<file path="config.mk">
export PLATFORM = sky130hd
export DESIGN_NAME = cfc_fault_confine
export DESIGN_NICKNAME = d
export VERILOG_FILES = /design/src/cfc_pkg.sv /design/src/cfc_fault_confine.sv
export SDC_FILE = /design/constraint.sdc
export NUM_CORES = 1
export LEC_CHECK = 0
export BUFFER_PORTS_ARGS = -buffer_cell sky130_fd_sc_hd__buf_2
export CAP_MARGIN = 0
export CORE_MARGIN = 5
export CORE_UTILIZATION = 55
export CTS_BUF_LIST = sky130_fd_sc_hd__clkbuf_8
export DETAILED_ROUTE_END_ITERATION = 6
export PLACE_DENSITY = 0.8
export SYNTH_ARGS = -nofsm -noshare
export SYNTH_HDL_FRONTEND = slang
export SYNTH_SLANG_ARGS = --single-unit
export TNS_END_PERCENT = 20
</file>
<file path="constraint.sdc">
create_clock -name mclk -period 9.6 [get_ports mclk]
set_input_delay 0.48 -clock mclk [delete_from_list [all_inputs] [get_ports mclk]]
set_output_delay 0.48 -clock mclk [all_outputs]
set_load 0.02 [all_outputs]
</file>
<file path="src/cfc_pkg.sv">
// Purpose: shared types and constants of the can fault confinement block
// Assumes: a frame sequencer on mclk supplies per-bit field information
// Notes:   offsets are byte addresses on the plain register port
package cfc_pkg;

	typedef enum logic [3:0] {
		FLD_IDLE     = 4'h0,
		FLD_SOF      = 4'h1,
		FLD_ARB      = 4'h2,
		FLD_CTRL     = 4'h3,
		FLD_DATA     = 4'h4,
		FLD_CRC      = 4'h5,
		FLD_CRC_DEL  = 4'h6,
		FLD_ACK_SLOT = 4'h7,
		FLD_ACK_DEL  = 4'h8,
		FLD_EOF      = 4'h9,
		FLD_INTER    = 4'ha,
		FLD_ERR_FLAG = 4'hb,
		FLD_ERR_DEL  = 4'hc,
		FLD_OVL_FLAG = 4'hd,
		FLD_OVL_DEL  = 4'he
	} cfc_fld_t;

	typedef enum logic [2:0] {
		S_DIS    = 3'h0,
		S_SYNC   = 3'h1,
		S_RUN    = 3'h2,
		S_LPWAIT = 3'h3,
		S_SLEEP  = 3'h4
	} cfc_st_t;

	// one sample point of the bit stream
	typedef struct packed {
		logic        tick;
		cfc_fld_t    fld;
		logic [3:0]  idx;
		logic        last;
		logic        stuff_bit;
		logic        tx_act;
		logic        tx_bit;
	} cfc_bit_t;

	typedef struct packed {
		logic tx_ok;
		logic rx_ok;
		logic delivered;
		logic tx_pending;
	} cfc_evt_t;

	localparam logic [3:0]  OFF_MODE    = 4'h0;
	localparam logic [3:0]  OFF_MASK    = 4'h4;
	localparam logic [3:0]  OFF_STATUS  = 4'h8;
	localparam logic [3:0]  OFF_ERRCNT  = 4'hc;

	localparam int          MD_EN       = 0;
	localparam int          MD_LPM      = 1;
	localparam int          MD_OVL      = 2;

	localparam int          ST_ACTIVE   = 0;
	localparam int          ST_WARN     = 1;
	localparam int          ST_PASSIVE  = 2;
	localparam int          ST_BUS_OFF_STATUS     = 3;
	localparam int          ST_SLEEP    = 4;
	localparam int          ST_WAKE     = 5;
	localparam int          ST_ERR_LSB  = 8;
	localparam int          ERR_N       = 5;
	localparam int          ERR_ACK     = 0;
	localparam int          ERR_FORM    = 1;
	localparam int          ERR_CRC     = 2;
	localparam int          ERR_STUFF   = 3;
	localparam int          ERR_BIT     = 4;
	localparam int          EC_TEC_LSB  = 16;
	localparam logic [31:0] MASK_USED   = 32'h00001f3f;

	localparam logic [8:0]  WARN_LIMIT  = 9'h060;
	localparam logic [8:0]  PASS_LIMIT  = 9'h07f;
	localparam logic [8:0]  BUS_OFF_STATUS_LIMIT  = 9'h0ff;
	localparam logic [8:0]  TEC_INC     = 9'h008;
	localparam logic [7:0]  REC_INC     = 8'h01;
	localparam logic [3:0]  RUN_LEN     = 4'hb;
	localparam logic [7:0]  BUS_OFF_STATUS_RUNS   = 8'h80;
	localparam logic [2:0]  STUFF_LIMIT = 3'h6;
	localparam logic [3:0]  INTER_REACT = 4'h2;
	localparam logic [14:0] CRC_POLY    = 15'h4599;

endpackage : cfc_pkg

</file>
<file path="src/cfc_fault_confine.sv">
// Purpose: error detection, fault confinement, overload and sleep control
// Assumes: bit_i and evt_i come from logic on mclk; canrx is a raw pin
// Notes:   error and overload requests start the frame in the next bit
`timescale 1ns/1ps
`default_nettype none
module cfc_fault_confine (
	input  wire logic              mclk,
	input  wire logic              nrst,
	input  wire logic              ce,
	input  wire logic              canrx,
	input  wire cfc_pkg::cfc_bit_t bit_i,
	input  wire cfc_pkg::cfc_evt_t evt_i,
	input  wire logic [3:0]        addr,
	input  wire logic [31:0]       wdata,
	input  wire logic              wr,
	input  wire logic              rd,
	output logic [31:0]            rdata,
	output logic                   err_frame_req,
	output logic                   err_flag_passive,
	output logic                   ovl_frame_req,
	output logic                   tx_suspend,
	output logic                   tx_enable,
	output logic                   rx_enable,
	output logic                   mbox_enable,
	output logic                   bus_drive_en,
	output logic [14:0]            crc_value,
	output logic                   irq
);

	logic                  rst_q1;
	logic                  rst_n;
	logic                  rx_q1;
	logic                  rx_s;
	logic                  en_r;
	logic                  lpm_r;
	logic                  ovl_en_r;
	logic [31:0]           mask_r;
	logic [8:0]            tec_r;
	logic [8:0]            tec_nxt;
	logic [7:0]            rec_r;
	logic [7:0]            rec_nxt;
	logic [cfc_pkg::ERR_N-1:0] flags_r;
	logic [14:0]           crc_r;
	logic [2:0]            scnt_r;
	logic                  prev_r;
	logic [3:0]            run_r;
	logic [7:0]            runs_r;
	logic                  sleep_r;
	logic                  wake_r;
	logic                  err_r;
	logic                  ovl_r;
	logic                  susp_r;
	logic [31:0]           rdata_r;
	logic [31:0]           status_w;
	logic [31:0]           rd_mux;
	cfc_pkg::cfc_st_t      st_r;
	cfc_pkg::cfc_st_t      st_nxt;
	cfc_pkg::cfc_fld_t     fld;

	// reset release through two flops
	always_ff @(posedge mclk or negedge nrst) begin
		if (!nrst) begin
			rst_q1 <= 1'b0;
			rst_n  <= 1'b0;
		end else begin
			rst_q1 <= 1'b1;
			rst_n  <= rst_q1;
		end
	end

	always_ff @(posedge mclk or negedge rst_n) begin
		if (!rst_n) begin
			rx_q1 <= 1'b1;
			rx_s  <= 1'b1;
		end else if (ce) begin
			rx_q1 <= canrx;
			rx_s  <= rx_q1;
		end
	end

	// register decode
	assign fld = bit_i.fld;
	wire wr_mode = wr & (addr == cfc_pkg::OFF_MODE);
	wire wr_mask = wr & (addr == cfc_pkg::OFF_MASK);
	wire st_rd   = rd & (addr == cfc_pkg::OFF_STATUS);
	wire en_rise = wr_mode & wdata[cfc_pkg::MD_EN] & ~en_r;

	// live state from the counters
	wire [8:0] rec9      = {1'b0, rec_r};
	wire bus_off_w  = tec_r > cfc_pkg::BUS_OFF_STATUS_LIMIT;
	wire passive_w  = bus_off_w | (tec_r > cfc_pkg::PASS_LIMIT)
	                | (rec9 > cfc_pkg::PASS_LIMIT);
	wire active_w   = ~passive_w;
	wire warn_w     = active_w & ((tec_r > cfc_pkg::WARN_LIMIT)
	                | (rec9 > cfc_pkg::WARN_LIMIT));

	wire awake_w    = (st_r == cfc_pkg::S_RUN) | (st_r == cfc_pkg::S_LPWAIT);
	wire node_on    = en_r & awake_w & ~bus_off_w & ~sleep_r;
	wire tk         = bit_i.tick & node_on;
	wire dom        = ~rx_s;

	// per-bit checks
	wire in_crc   = (fld >= cfc_pkg::FLD_SOF) & (fld <= cfc_pkg::FLD_DATA);
	wire in_stuff = (fld >= cfc_pkg::FLD_SOF) & (fld <= cfc_pkg::FLD_CRC);
	wire in_frame = (fld != cfc_pkg::FLD_IDLE) & (fld < cfc_pkg::FLD_INTER);
	wire same     = rx_s == prev_r;
	wire is_sof   = fld == cfc_pkg::FLD_SOF;
	wire crc_feed = (in_crc | (fld == cfc_pkg::FLD_CRC)) & ~bit_i.stuff_bit;
	wire [14:0] crc_base = is_sof ? 15'h0000 : crc_r;
	wire [14:0] crc_step = {crc_base[13:0], 1'b0}
	                     ^ ({15{rx_s ^ crc_base[14]}} & cfc_pkg::CRC_POLY);
	wire rx_eof_last = (fld == cfc_pkg::FLD_EOF) & bit_i.last & ~bit_i.tx_act;

	wire e_stuff = in_stuff & ~is_sof & same
	             & (scnt_r == cfc_pkg::STUFF_LIMIT - 3'h1);
	wire e_bit   = bit_i.tx_act & in_frame & (rx_s != bit_i.tx_bit)
	             & (fld != cfc_pkg::FLD_ACK_SLOT)
	             & ((fld != cfc_pkg::FLD_ARB) | ~bit_i.tx_bit);
	wire e_form  = dom & ((fld == cfc_pkg::FLD_CRC_DEL)
	             | (fld == cfc_pkg::FLD_ACK_DEL)
	             | ((fld == cfc_pkg::FLD_EOF) & ~rx_eof_last));
	wire e_ack   = bit_i.tx_act & (fld == cfc_pkg::FLD_ACK_SLOT) & rx_s;
	wire e_crc   = (fld == cfc_pkg::FLD_CRC) & bit_i.last & ~bit_i.stuff_bit
	             & (crc_step != 15'h0000);

	wire [cfc_pkg::ERR_N-1:0] errv =
		{e_bit, e_stuff, e_crc, e_form, e_ack} & {cfc_pkg::ERR_N{tk}};
	wire any_err = |errv;

	wire ovl_react = tk & dom & (((fld == cfc_pkg::FLD_INTER)
	               & (bit_i.idx < cfc_pkg::INTER_REACT)) | rx_eof_last
	               | (((fld == cfc_pkg::FLD_ERR_DEL)
	               | (fld == cfc_pkg::FLD_OVL_DEL)) & bit_i.last));
	wire ovl_reqst = evt_i.delivered & ovl_en_r & node_on;

	// recessive run detector
	wire rtk       = bit_i.tick & en_r & (st_r != cfc_pkg::S_SLEEP);
	wire run_hit   = run_r == cfc_pkg::RUN_LEN - 4'h1;
	wire rec11     = rtk & rx_s & run_hit;
	wire bus_off_status_done = rec11 & bus_off_w
	               & (runs_r == cfc_pkg::BUS_OFF_STATUS_RUNS - 8'h01);
	wire frozen    = sleep_r | ~en_r;
	// recessive runs count only from bus-off entry onwards
	wire bus_off_status_entry = ~bus_off_w & (tec_nxt > cfc_pkg::BUS_OFF_STATUS_LIMIT);

	always_comb begin
		tec_nxt = tec_r;
		rec_nxt = rec_r;
		if (en_rise | bus_off_status_done) begin
			tec_nxt = 9'h000;
			rec_nxt = 8'h00;
		end else if (!frozen) begin
			if (any_err) begin
				if (bit_i.tx_act) begin
					if (!bus_off_w)
						tec_nxt = tec_r + cfc_pkg::TEC_INC;
				end else if (rec_r != 8'hff) begin
					rec_nxt = rec_r + cfc_pkg::REC_INC;
				end
			end else begin
				if (evt_i.tx_ok && tec_r != 9'h000 && !bus_off_w)
					tec_nxt = tec_r - 9'h001;
				if (evt_i.rx_ok && rec_r != 8'h00)
					rec_nxt = rec_r - 8'h01;
			end
		end
	end

	// wake and sleep sequencing
	always_comb begin
		st_nxt = st_r;
		case (st_r)
			cfc_pkg::S_DIS:    if (en_r) st_nxt = cfc_pkg::S_SYNC;
			cfc_pkg::S_SYNC:   if (rec11) st_nxt = cfc_pkg::S_RUN;
			cfc_pkg::S_RUN:    if (lpm_r) st_nxt = cfc_pkg::S_LPWAIT;
			cfc_pkg::S_LPWAIT: begin
				if (!lpm_r)
					st_nxt = cfc_pkg::S_RUN;
				else if (!evt_i.tx_pending && fld == cfc_pkg::FLD_IDLE)
					st_nxt = cfc_pkg::S_SLEEP;
			end
			cfc_pkg::S_SLEEP:  if (!lpm_r) st_nxt = cfc_pkg::S_SYNC;
			default:           st_nxt = cfc_pkg::S_DIS;
		endcase
		if (en_rise)
			st_nxt = cfc_pkg::S_SYNC;
		else if (!en_r)
			st_nxt = cfc_pkg::S_DIS;
	end

	always_ff @(posedge mclk or negedge rst_n) begin
		if (!rst_n) begin
			st_r    <= cfc_pkg::S_DIS;
			sleep_r <= 1'b0;
			wake_r  <= 1'b0;
		end else if (ce) begin
			st_r <= st_nxt;
			if (st_r == cfc_pkg::S_SYNC && st_nxt == cfc_pkg::S_RUN) begin
				wake_r  <= 1'b1;
				sleep_r <= 1'b0;
			end else if (st_nxt == cfc_pkg::S_SLEEP && st_r != cfc_pkg::S_SLEEP) begin
				sleep_r <= 1'b1;
				wake_r  <= 1'b0;
			end
		end
	end

	// software registers
	always_ff @(posedge mclk or negedge rst_n) begin
		if (!rst_n) begin
			en_r     <= 1'b0;
			lpm_r    <= 1'b0;
			ovl_en_r <= 1'b0;
			mask_r   <= 32'h00000000;
		end else if (ce) begin
			if (wr_mode) begin
				en_r     <= wdata[cfc_pkg::MD_EN];
				lpm_r    <= wdata[cfc_pkg::MD_LPM];
				ovl_en_r <= wdata[cfc_pkg::MD_OVL];
			end
			if (wr_mask)
				mask_r <= wdata & cfc_pkg::MASK_USED;
		end
	end

	// counters, sticky flags, bit history
	always_ff @(posedge mclk or negedge rst_n) begin
		if (!rst_n) begin
			tec_r   <= 9'h000;
			rec_r   <= 8'h00;
			flags_r <= '0;
			crc_r   <= 15'h0000;
			scnt_r  <= 3'h0;
			prev_r  <= 1'b1;
		end else if (ce) begin
			tec_r <= tec_nxt;
			rec_r <= rec_nxt;
			if (en_rise)
				flags_r <= '0;
			else
				flags_r <= (flags_r & ~{cfc_pkg::ERR_N{st_rd}}) | errv;
			if (en_rise) begin
				crc_r  <= 15'h0000;
				scnt_r <= 3'h0;
			end else if (tk) begin
				if (crc_feed)
					crc_r <= crc_step;
				if (in_stuff) begin
					prev_r <= rx_s;
					scnt_r <= (is_sof | ~same) ? 3'h1 : scnt_r + 3'h1;
				end
			end
		end
	end

	always_ff @(posedge mclk or negedge rst_n) begin
		if (!rst_n) begin
			run_r  <= 4'h0;
			runs_r <= 8'h00;
		end else if (ce) begin
			if (!en_r || st_r == cfc_pkg::S_SLEEP || en_rise || bus_off_status_entry)
				run_r <= 4'h0;
			else if (rtk)
				run_r <= (dom | run_hit) ? 4'h0 : run_r + 4'h1;
			if (!bus_off_w || en_rise)
				runs_r <= 8'h00;
			else if (rec11)
				runs_r <= runs_r + 8'h01;
		end
	end

	// requests to the frame sequencer, and registered read data
	always_ff @(posedge mclk or negedge rst_n) begin
		if (!rst_n) begin
			err_r   <= 1'b0;
			ovl_r   <= 1'b0;
			susp_r  <= 1'b0;
			rdata_r <= 32'h00000000;
		end else if (ce) begin
			err_r   <= any_err;
			ovl_r   <= ovl_react | ovl_reqst;
			susp_r  <= evt_i.tx_ok & passive_w & node_on;
			rdata_r <= rd ? rd_mux : 32'h00000000;
		end
	end

	always_comb begin
		status_w = 32'h00000000;
		status_w[cfc_pkg::ST_ACTIVE]  = active_w;
		status_w[cfc_pkg::ST_WARN]    = warn_w;
		status_w[cfc_pkg::ST_PASSIVE] = passive_w;
		status_w[cfc_pkg::ST_BUS_OFF_STATUS]    = bus_off_w;
		status_w[cfc_pkg::ST_SLEEP]   = sleep_r;
		status_w[cfc_pkg::ST_WAKE]    = wake_r;
		status_w[cfc_pkg::ST_ERR_LSB +: cfc_pkg::ERR_N] = flags_r;
	end

	wire [31:0] mode_w = {29'h0, ovl_en_r, lpm_r, en_r};
	wire [31:0] ecr_w  = {7'h00, tec_r, 8'h00, rec_r};
	assign rd_mux = (addr == cfc_pkg::OFF_MODE)   ? mode_w   :
	                (addr == cfc_pkg::OFF_MASK)   ? mask_r   :
	                (addr == cfc_pkg::OFF_STATUS) ? status_w :
	                (addr == cfc_pkg::OFF_ERRCNT) ? ecr_w    : 32'h00000000;

	assign rdata            = rdata_r;
	assign err_frame_req    = err_r;
	assign err_flag_passive = passive_w;
	assign ovl_frame_req    = ovl_r;
	assign tx_suspend       = susp_r;
	assign tx_enable        = node_on;
	assign rx_enable        = node_on;
	assign mbox_enable      = en_r & ~sleep_r;
	assign bus_drive_en     = node_on;
	assign crc_value        = crc_r;
	assign irq              = |(status_w & mask_r);
endmodule : cfc_fault_confine
`default_nettype wire

</file>
==> flow_metrics.py <==
metrics = {
    "grt": {
        "grt_pass1_wl_um": 23200,
        "grt_pass1_vias": 4712,
        "grt_max_degree": 62,
        "overflow": 0,
        "antenna_found_initial": 0,
        "track_usage": 0.222,
    },
    "yosys": {
        "ys.flop_type": "dfrtp_1",
        "synth_top_family_by_area": "simple AND/OR/NAND/NOR gates",
        "muxShareOfSynthArea": 0.0586,
        "syn_area_mm2": 0.00578,
        "synthAdderAreaFrac": 0.0359,
        "avgSynthCellArea_um2": 9.24,
        "synth_edf_count": 0,
        "synthSimpleGateAreaFrac": 0.210,
        "syn_inst": 626,
        "yosysTopAreaCell": "dfrtp_1",
        "synth_compound_area_frac": 0.165,
        "synthArstFlopShare": 1.00,
        "synth_cell_type_count": 70,
        "synth_seq_area_share": 0.438,
        "synth-seq-cells": 101,
        "netlist.area_leader.share": 0.424,
        "synthXorXnorAreaFrac": 0.0303,
        "synth_top_cells_by_area": "dfrtp_1 42%, nand2_1 5.3%, mux2_2 3.9%",
        "yosys_warnings": 0,
    },
    "floorplan": {
        "pin_count": 115,
        "core_area_mm2": 0.0103,
        "die_h_um": 113,
        "num_rows": 37,
        "start_util": 0.563,
        "dieWidth_um": 113,
        "die-area_mm2": 0.0127,
    },
    "layout": {
        "fin_nets": 762,
        "final_util": 0.622,
        "drive_above_1_share": 0.202,
        "area_growth_pct": 10.5,
        "diodes": 0,
    },
    "power": {
        "p_leak_nw": 3.00,
        "p_per_area_mw_per_mm2": 132,
        "peakVddDrop_mv": 0.0724,
    },
    "cts": {
        "cts_tree": "built",
        "cts_buffers": 9,
        "path_clk_slew_ns": 0.10,
        "clockBufferDepth": 2,
        "worstSkewPairLatency_ns": 0.38,
        "cts_sinks": 101,
        "clk_root_buffer_cell": "clkbuf_8",
        "htree_levels": 3,
    },
    "detailed_routing": {
        "wl_per_cell_um": 16.9,
        "vias": 4935,
        "via_per_inst": 5.96,
        "finalWirelength_um": 14000,
        "drc": 0,
        "dr.pass1.iters": 5,
        "drtAntennaViolNets": 0,
        "drtIter0Drc": 306,
    },
    "sta": {
        "slew_headroom": 0.380,
        "slew_violations": 0,
        "rsz0062_at_grt": "false",
        "worstMarginPinSlew_ns": 0.917,
        "finalSetupViolCount": 0,
        "min_period_ns": 4.44,
        "fin_worst_skew_ns": 0.0141,
        "fmax_mhz": 225,
        "setup_tns_ns": 0,
        "finalHoldViolCount": 0,
        "period_share": 0.462,
    },
    "setup_path": {
        "startpoint": "bit_i[10]",
        "reg2reg_from": "rx_s",
        "ff2ff_setup_slack_ns": 5.36,
        "path_max_fanout": 25,
        "worstPathArrival_ns": 4.76,
        "worst_path_max_delay_cell": "or4b_1",
        "timing.critical_path.to": "rec_r[7]",
        "crit_chain": "buf_2 -> or4b_1 -> and2_4 -> and4_4 -> or4_4 -> o211ai_4 -> ha_1 -> a21o_1 -> a21oi_1 -> nor2b_1 -> o21a_1 -> o41a_1 -> xnor2_1 -> mux2i_1 -> a22o_1",
        "cp-end-kind": "flop",
        "critPathRequiredTime_ns": 9.92,
        "r2r_end": "rec_r[7]",
        "cpPeakStageDelay_ns": 0.70,
        "critPathKind": "primary input to flop",
        "worstRegToRegCells": 14,
        "critPathLaunchType": "primary input",
    },
    "run_status": {
        "status": "completed",
    },
    "placed_design": {
        "gp_congestion": 0.866,
        "io_buffer_count": 82,
        "dp_hpwl_um": 10400,
    },
    "hold_path": {
        "min_path_type": "flop to async pin",
    },
    "job": {
        "max_cap_viol_count": 0,
    },
}
metrics by stage:
step | power [mW] | hold slack (ns) | cell area [um^2] | setup WS (ns) | instances
final | 0.841 | 0.321 | 6390 | 5.16 | 828
after global routing | 0.879 | 0.316 | 6390 | 4.93 | 828
after CTS | 0.846 | 0.314 | 6390 | 5.20 | 828
after detailed placement | 0.591 | 0.265 | 6200 | 4.81 | 811
after global placement | 0.586 | 0.265 | 6200 | 4.89 | 811
after floorplan | 0.556 | 0.184 | 5820 | 5.27 | 635
synthesized netlist by cell type, types with 5 or more instances:
cell type,n
a22o_1,9
nor4_1,6
a21o_1,11
o31ai_1,10
a21oi_1,16
buf_4,12
nand3b_1,5
dfrtp_1,98
o22ai_1,13
clkbuf_1,27
o21ai_0,42
and2_1,8
inv_1,35
nand3_1,22
nor2b_1,8
xnor2_1,12
nor2_1,39
nand2b_1,5
mux2_2,20
nand2_1,82
a22oi_1,5
nor3_1,17
xor2_1,8
and3_1,5
ha_1,15
nand4_1,17
routing by layer:
layer / GRT usage / up-vias / wire, um
met5: 0 / - / 0
li1: - / 2350 / -
met3: 0.0388 / 20 / 875
met4: 0.0721 / 0 / 227
met1: 0.313 / 2387 / 6230
met2: 0.350 / 178 / 6630
worst max-delay path: cells and delay by family:
family	cells	cell delay, ns
AOI/OAI and AO/OA	6	1.60
xor gates and xnor gates	1	0.19
adders and majority gates	1	0.36
buffers and inverters	1	0.17
muxes	1	0.22
and+or+nand+nor	5	1.74
cells by family (layout without fill, tap and decap cells):
kind of cell             count (synthesis)  in the layout
AND/OR/NAND/NOR                        239            239
adder cells (fa/ha/maj)                 16             16
AO/OA/AOI/OAI                          140            140
XOR/XNOR                                20             20
flip-flops                             101            101
other                                    2             11
buffers and inverters                   80            137
multiplexers                            28             28
worst min-delay path by stage:
stage / start / endpoint / slack [ns] / depth (start not counted)
6_report: rst_n / rec_r[3] / 0.32 / 0
5_1_grt: wdata[9] / mask_r[9] / 0.32 / 2
4_1_cts: wdata[12] / mask_r[12] / 0.31 / 2
3_5_place_dp: nrst / rst_q1 / 0.27 / 1
3_3_place_gp: nrst / rst_q1 / 0.26 / 1
2_1_floorplan: nrst / rst_n / 0.18 / 0
repair_timing:
| item | in CTS | in global routing |
|---|---|---|
| setup endpoints to repair | 0 | 0 |
| gates resized for setup | 0 | 0 |
| setup buffers | 0 | 0 |
| endpoints found under the hold margin | 2 | 0 |
| hold buffers | 1 | 0 |
layout by cell type (no fill, tap or decap), types with 16 or more instances in the layout:
master / synthesis / routed
nand2_1: 82 / 82
nor2_1: 39 / 39
dfrtp_1: 98 / 97
inv_1: 35 / 35
nand4_1: 17 / 17
o21ai_0: 42 / 42
mux2_2: 20 / 20
a21oi_1: 16 / 16
nand3_1: 22 / 22
buf_2: 3 / 82
nor3_1: 17 / 17
layout make-up:
class,instances,area (um^2)
clock buffer,10,138
clock inverter,6,46.3
fill,896,3880
inverter,35,131
multi-input combinational,454,2930
sequential,101,2530
tap,136,170
timing repair buffer,86,443
state kept, by name, indices dropped and copies added, names as in the netlist, 3 cells and up:
signal,flops
rdata,22
runs_r,8
st_r,3
mask_r,11
crc_value,15
tec_r,9
run_r,4
rec_r,8
flags_r,5
scnt_r,3
where the power goes:
group          internal, mW  total, mW  leakage (nW)  switching [mW]
Sequential            0.446      0.474          1.36          0.0281
Clock                 0.103      0.257        0.0893           0.154
Combinational        0.0456      0.110          1.55          0.0643
Total                 0.595      0.841          3.00           0.247
Power figures use the tool's default switching activity.
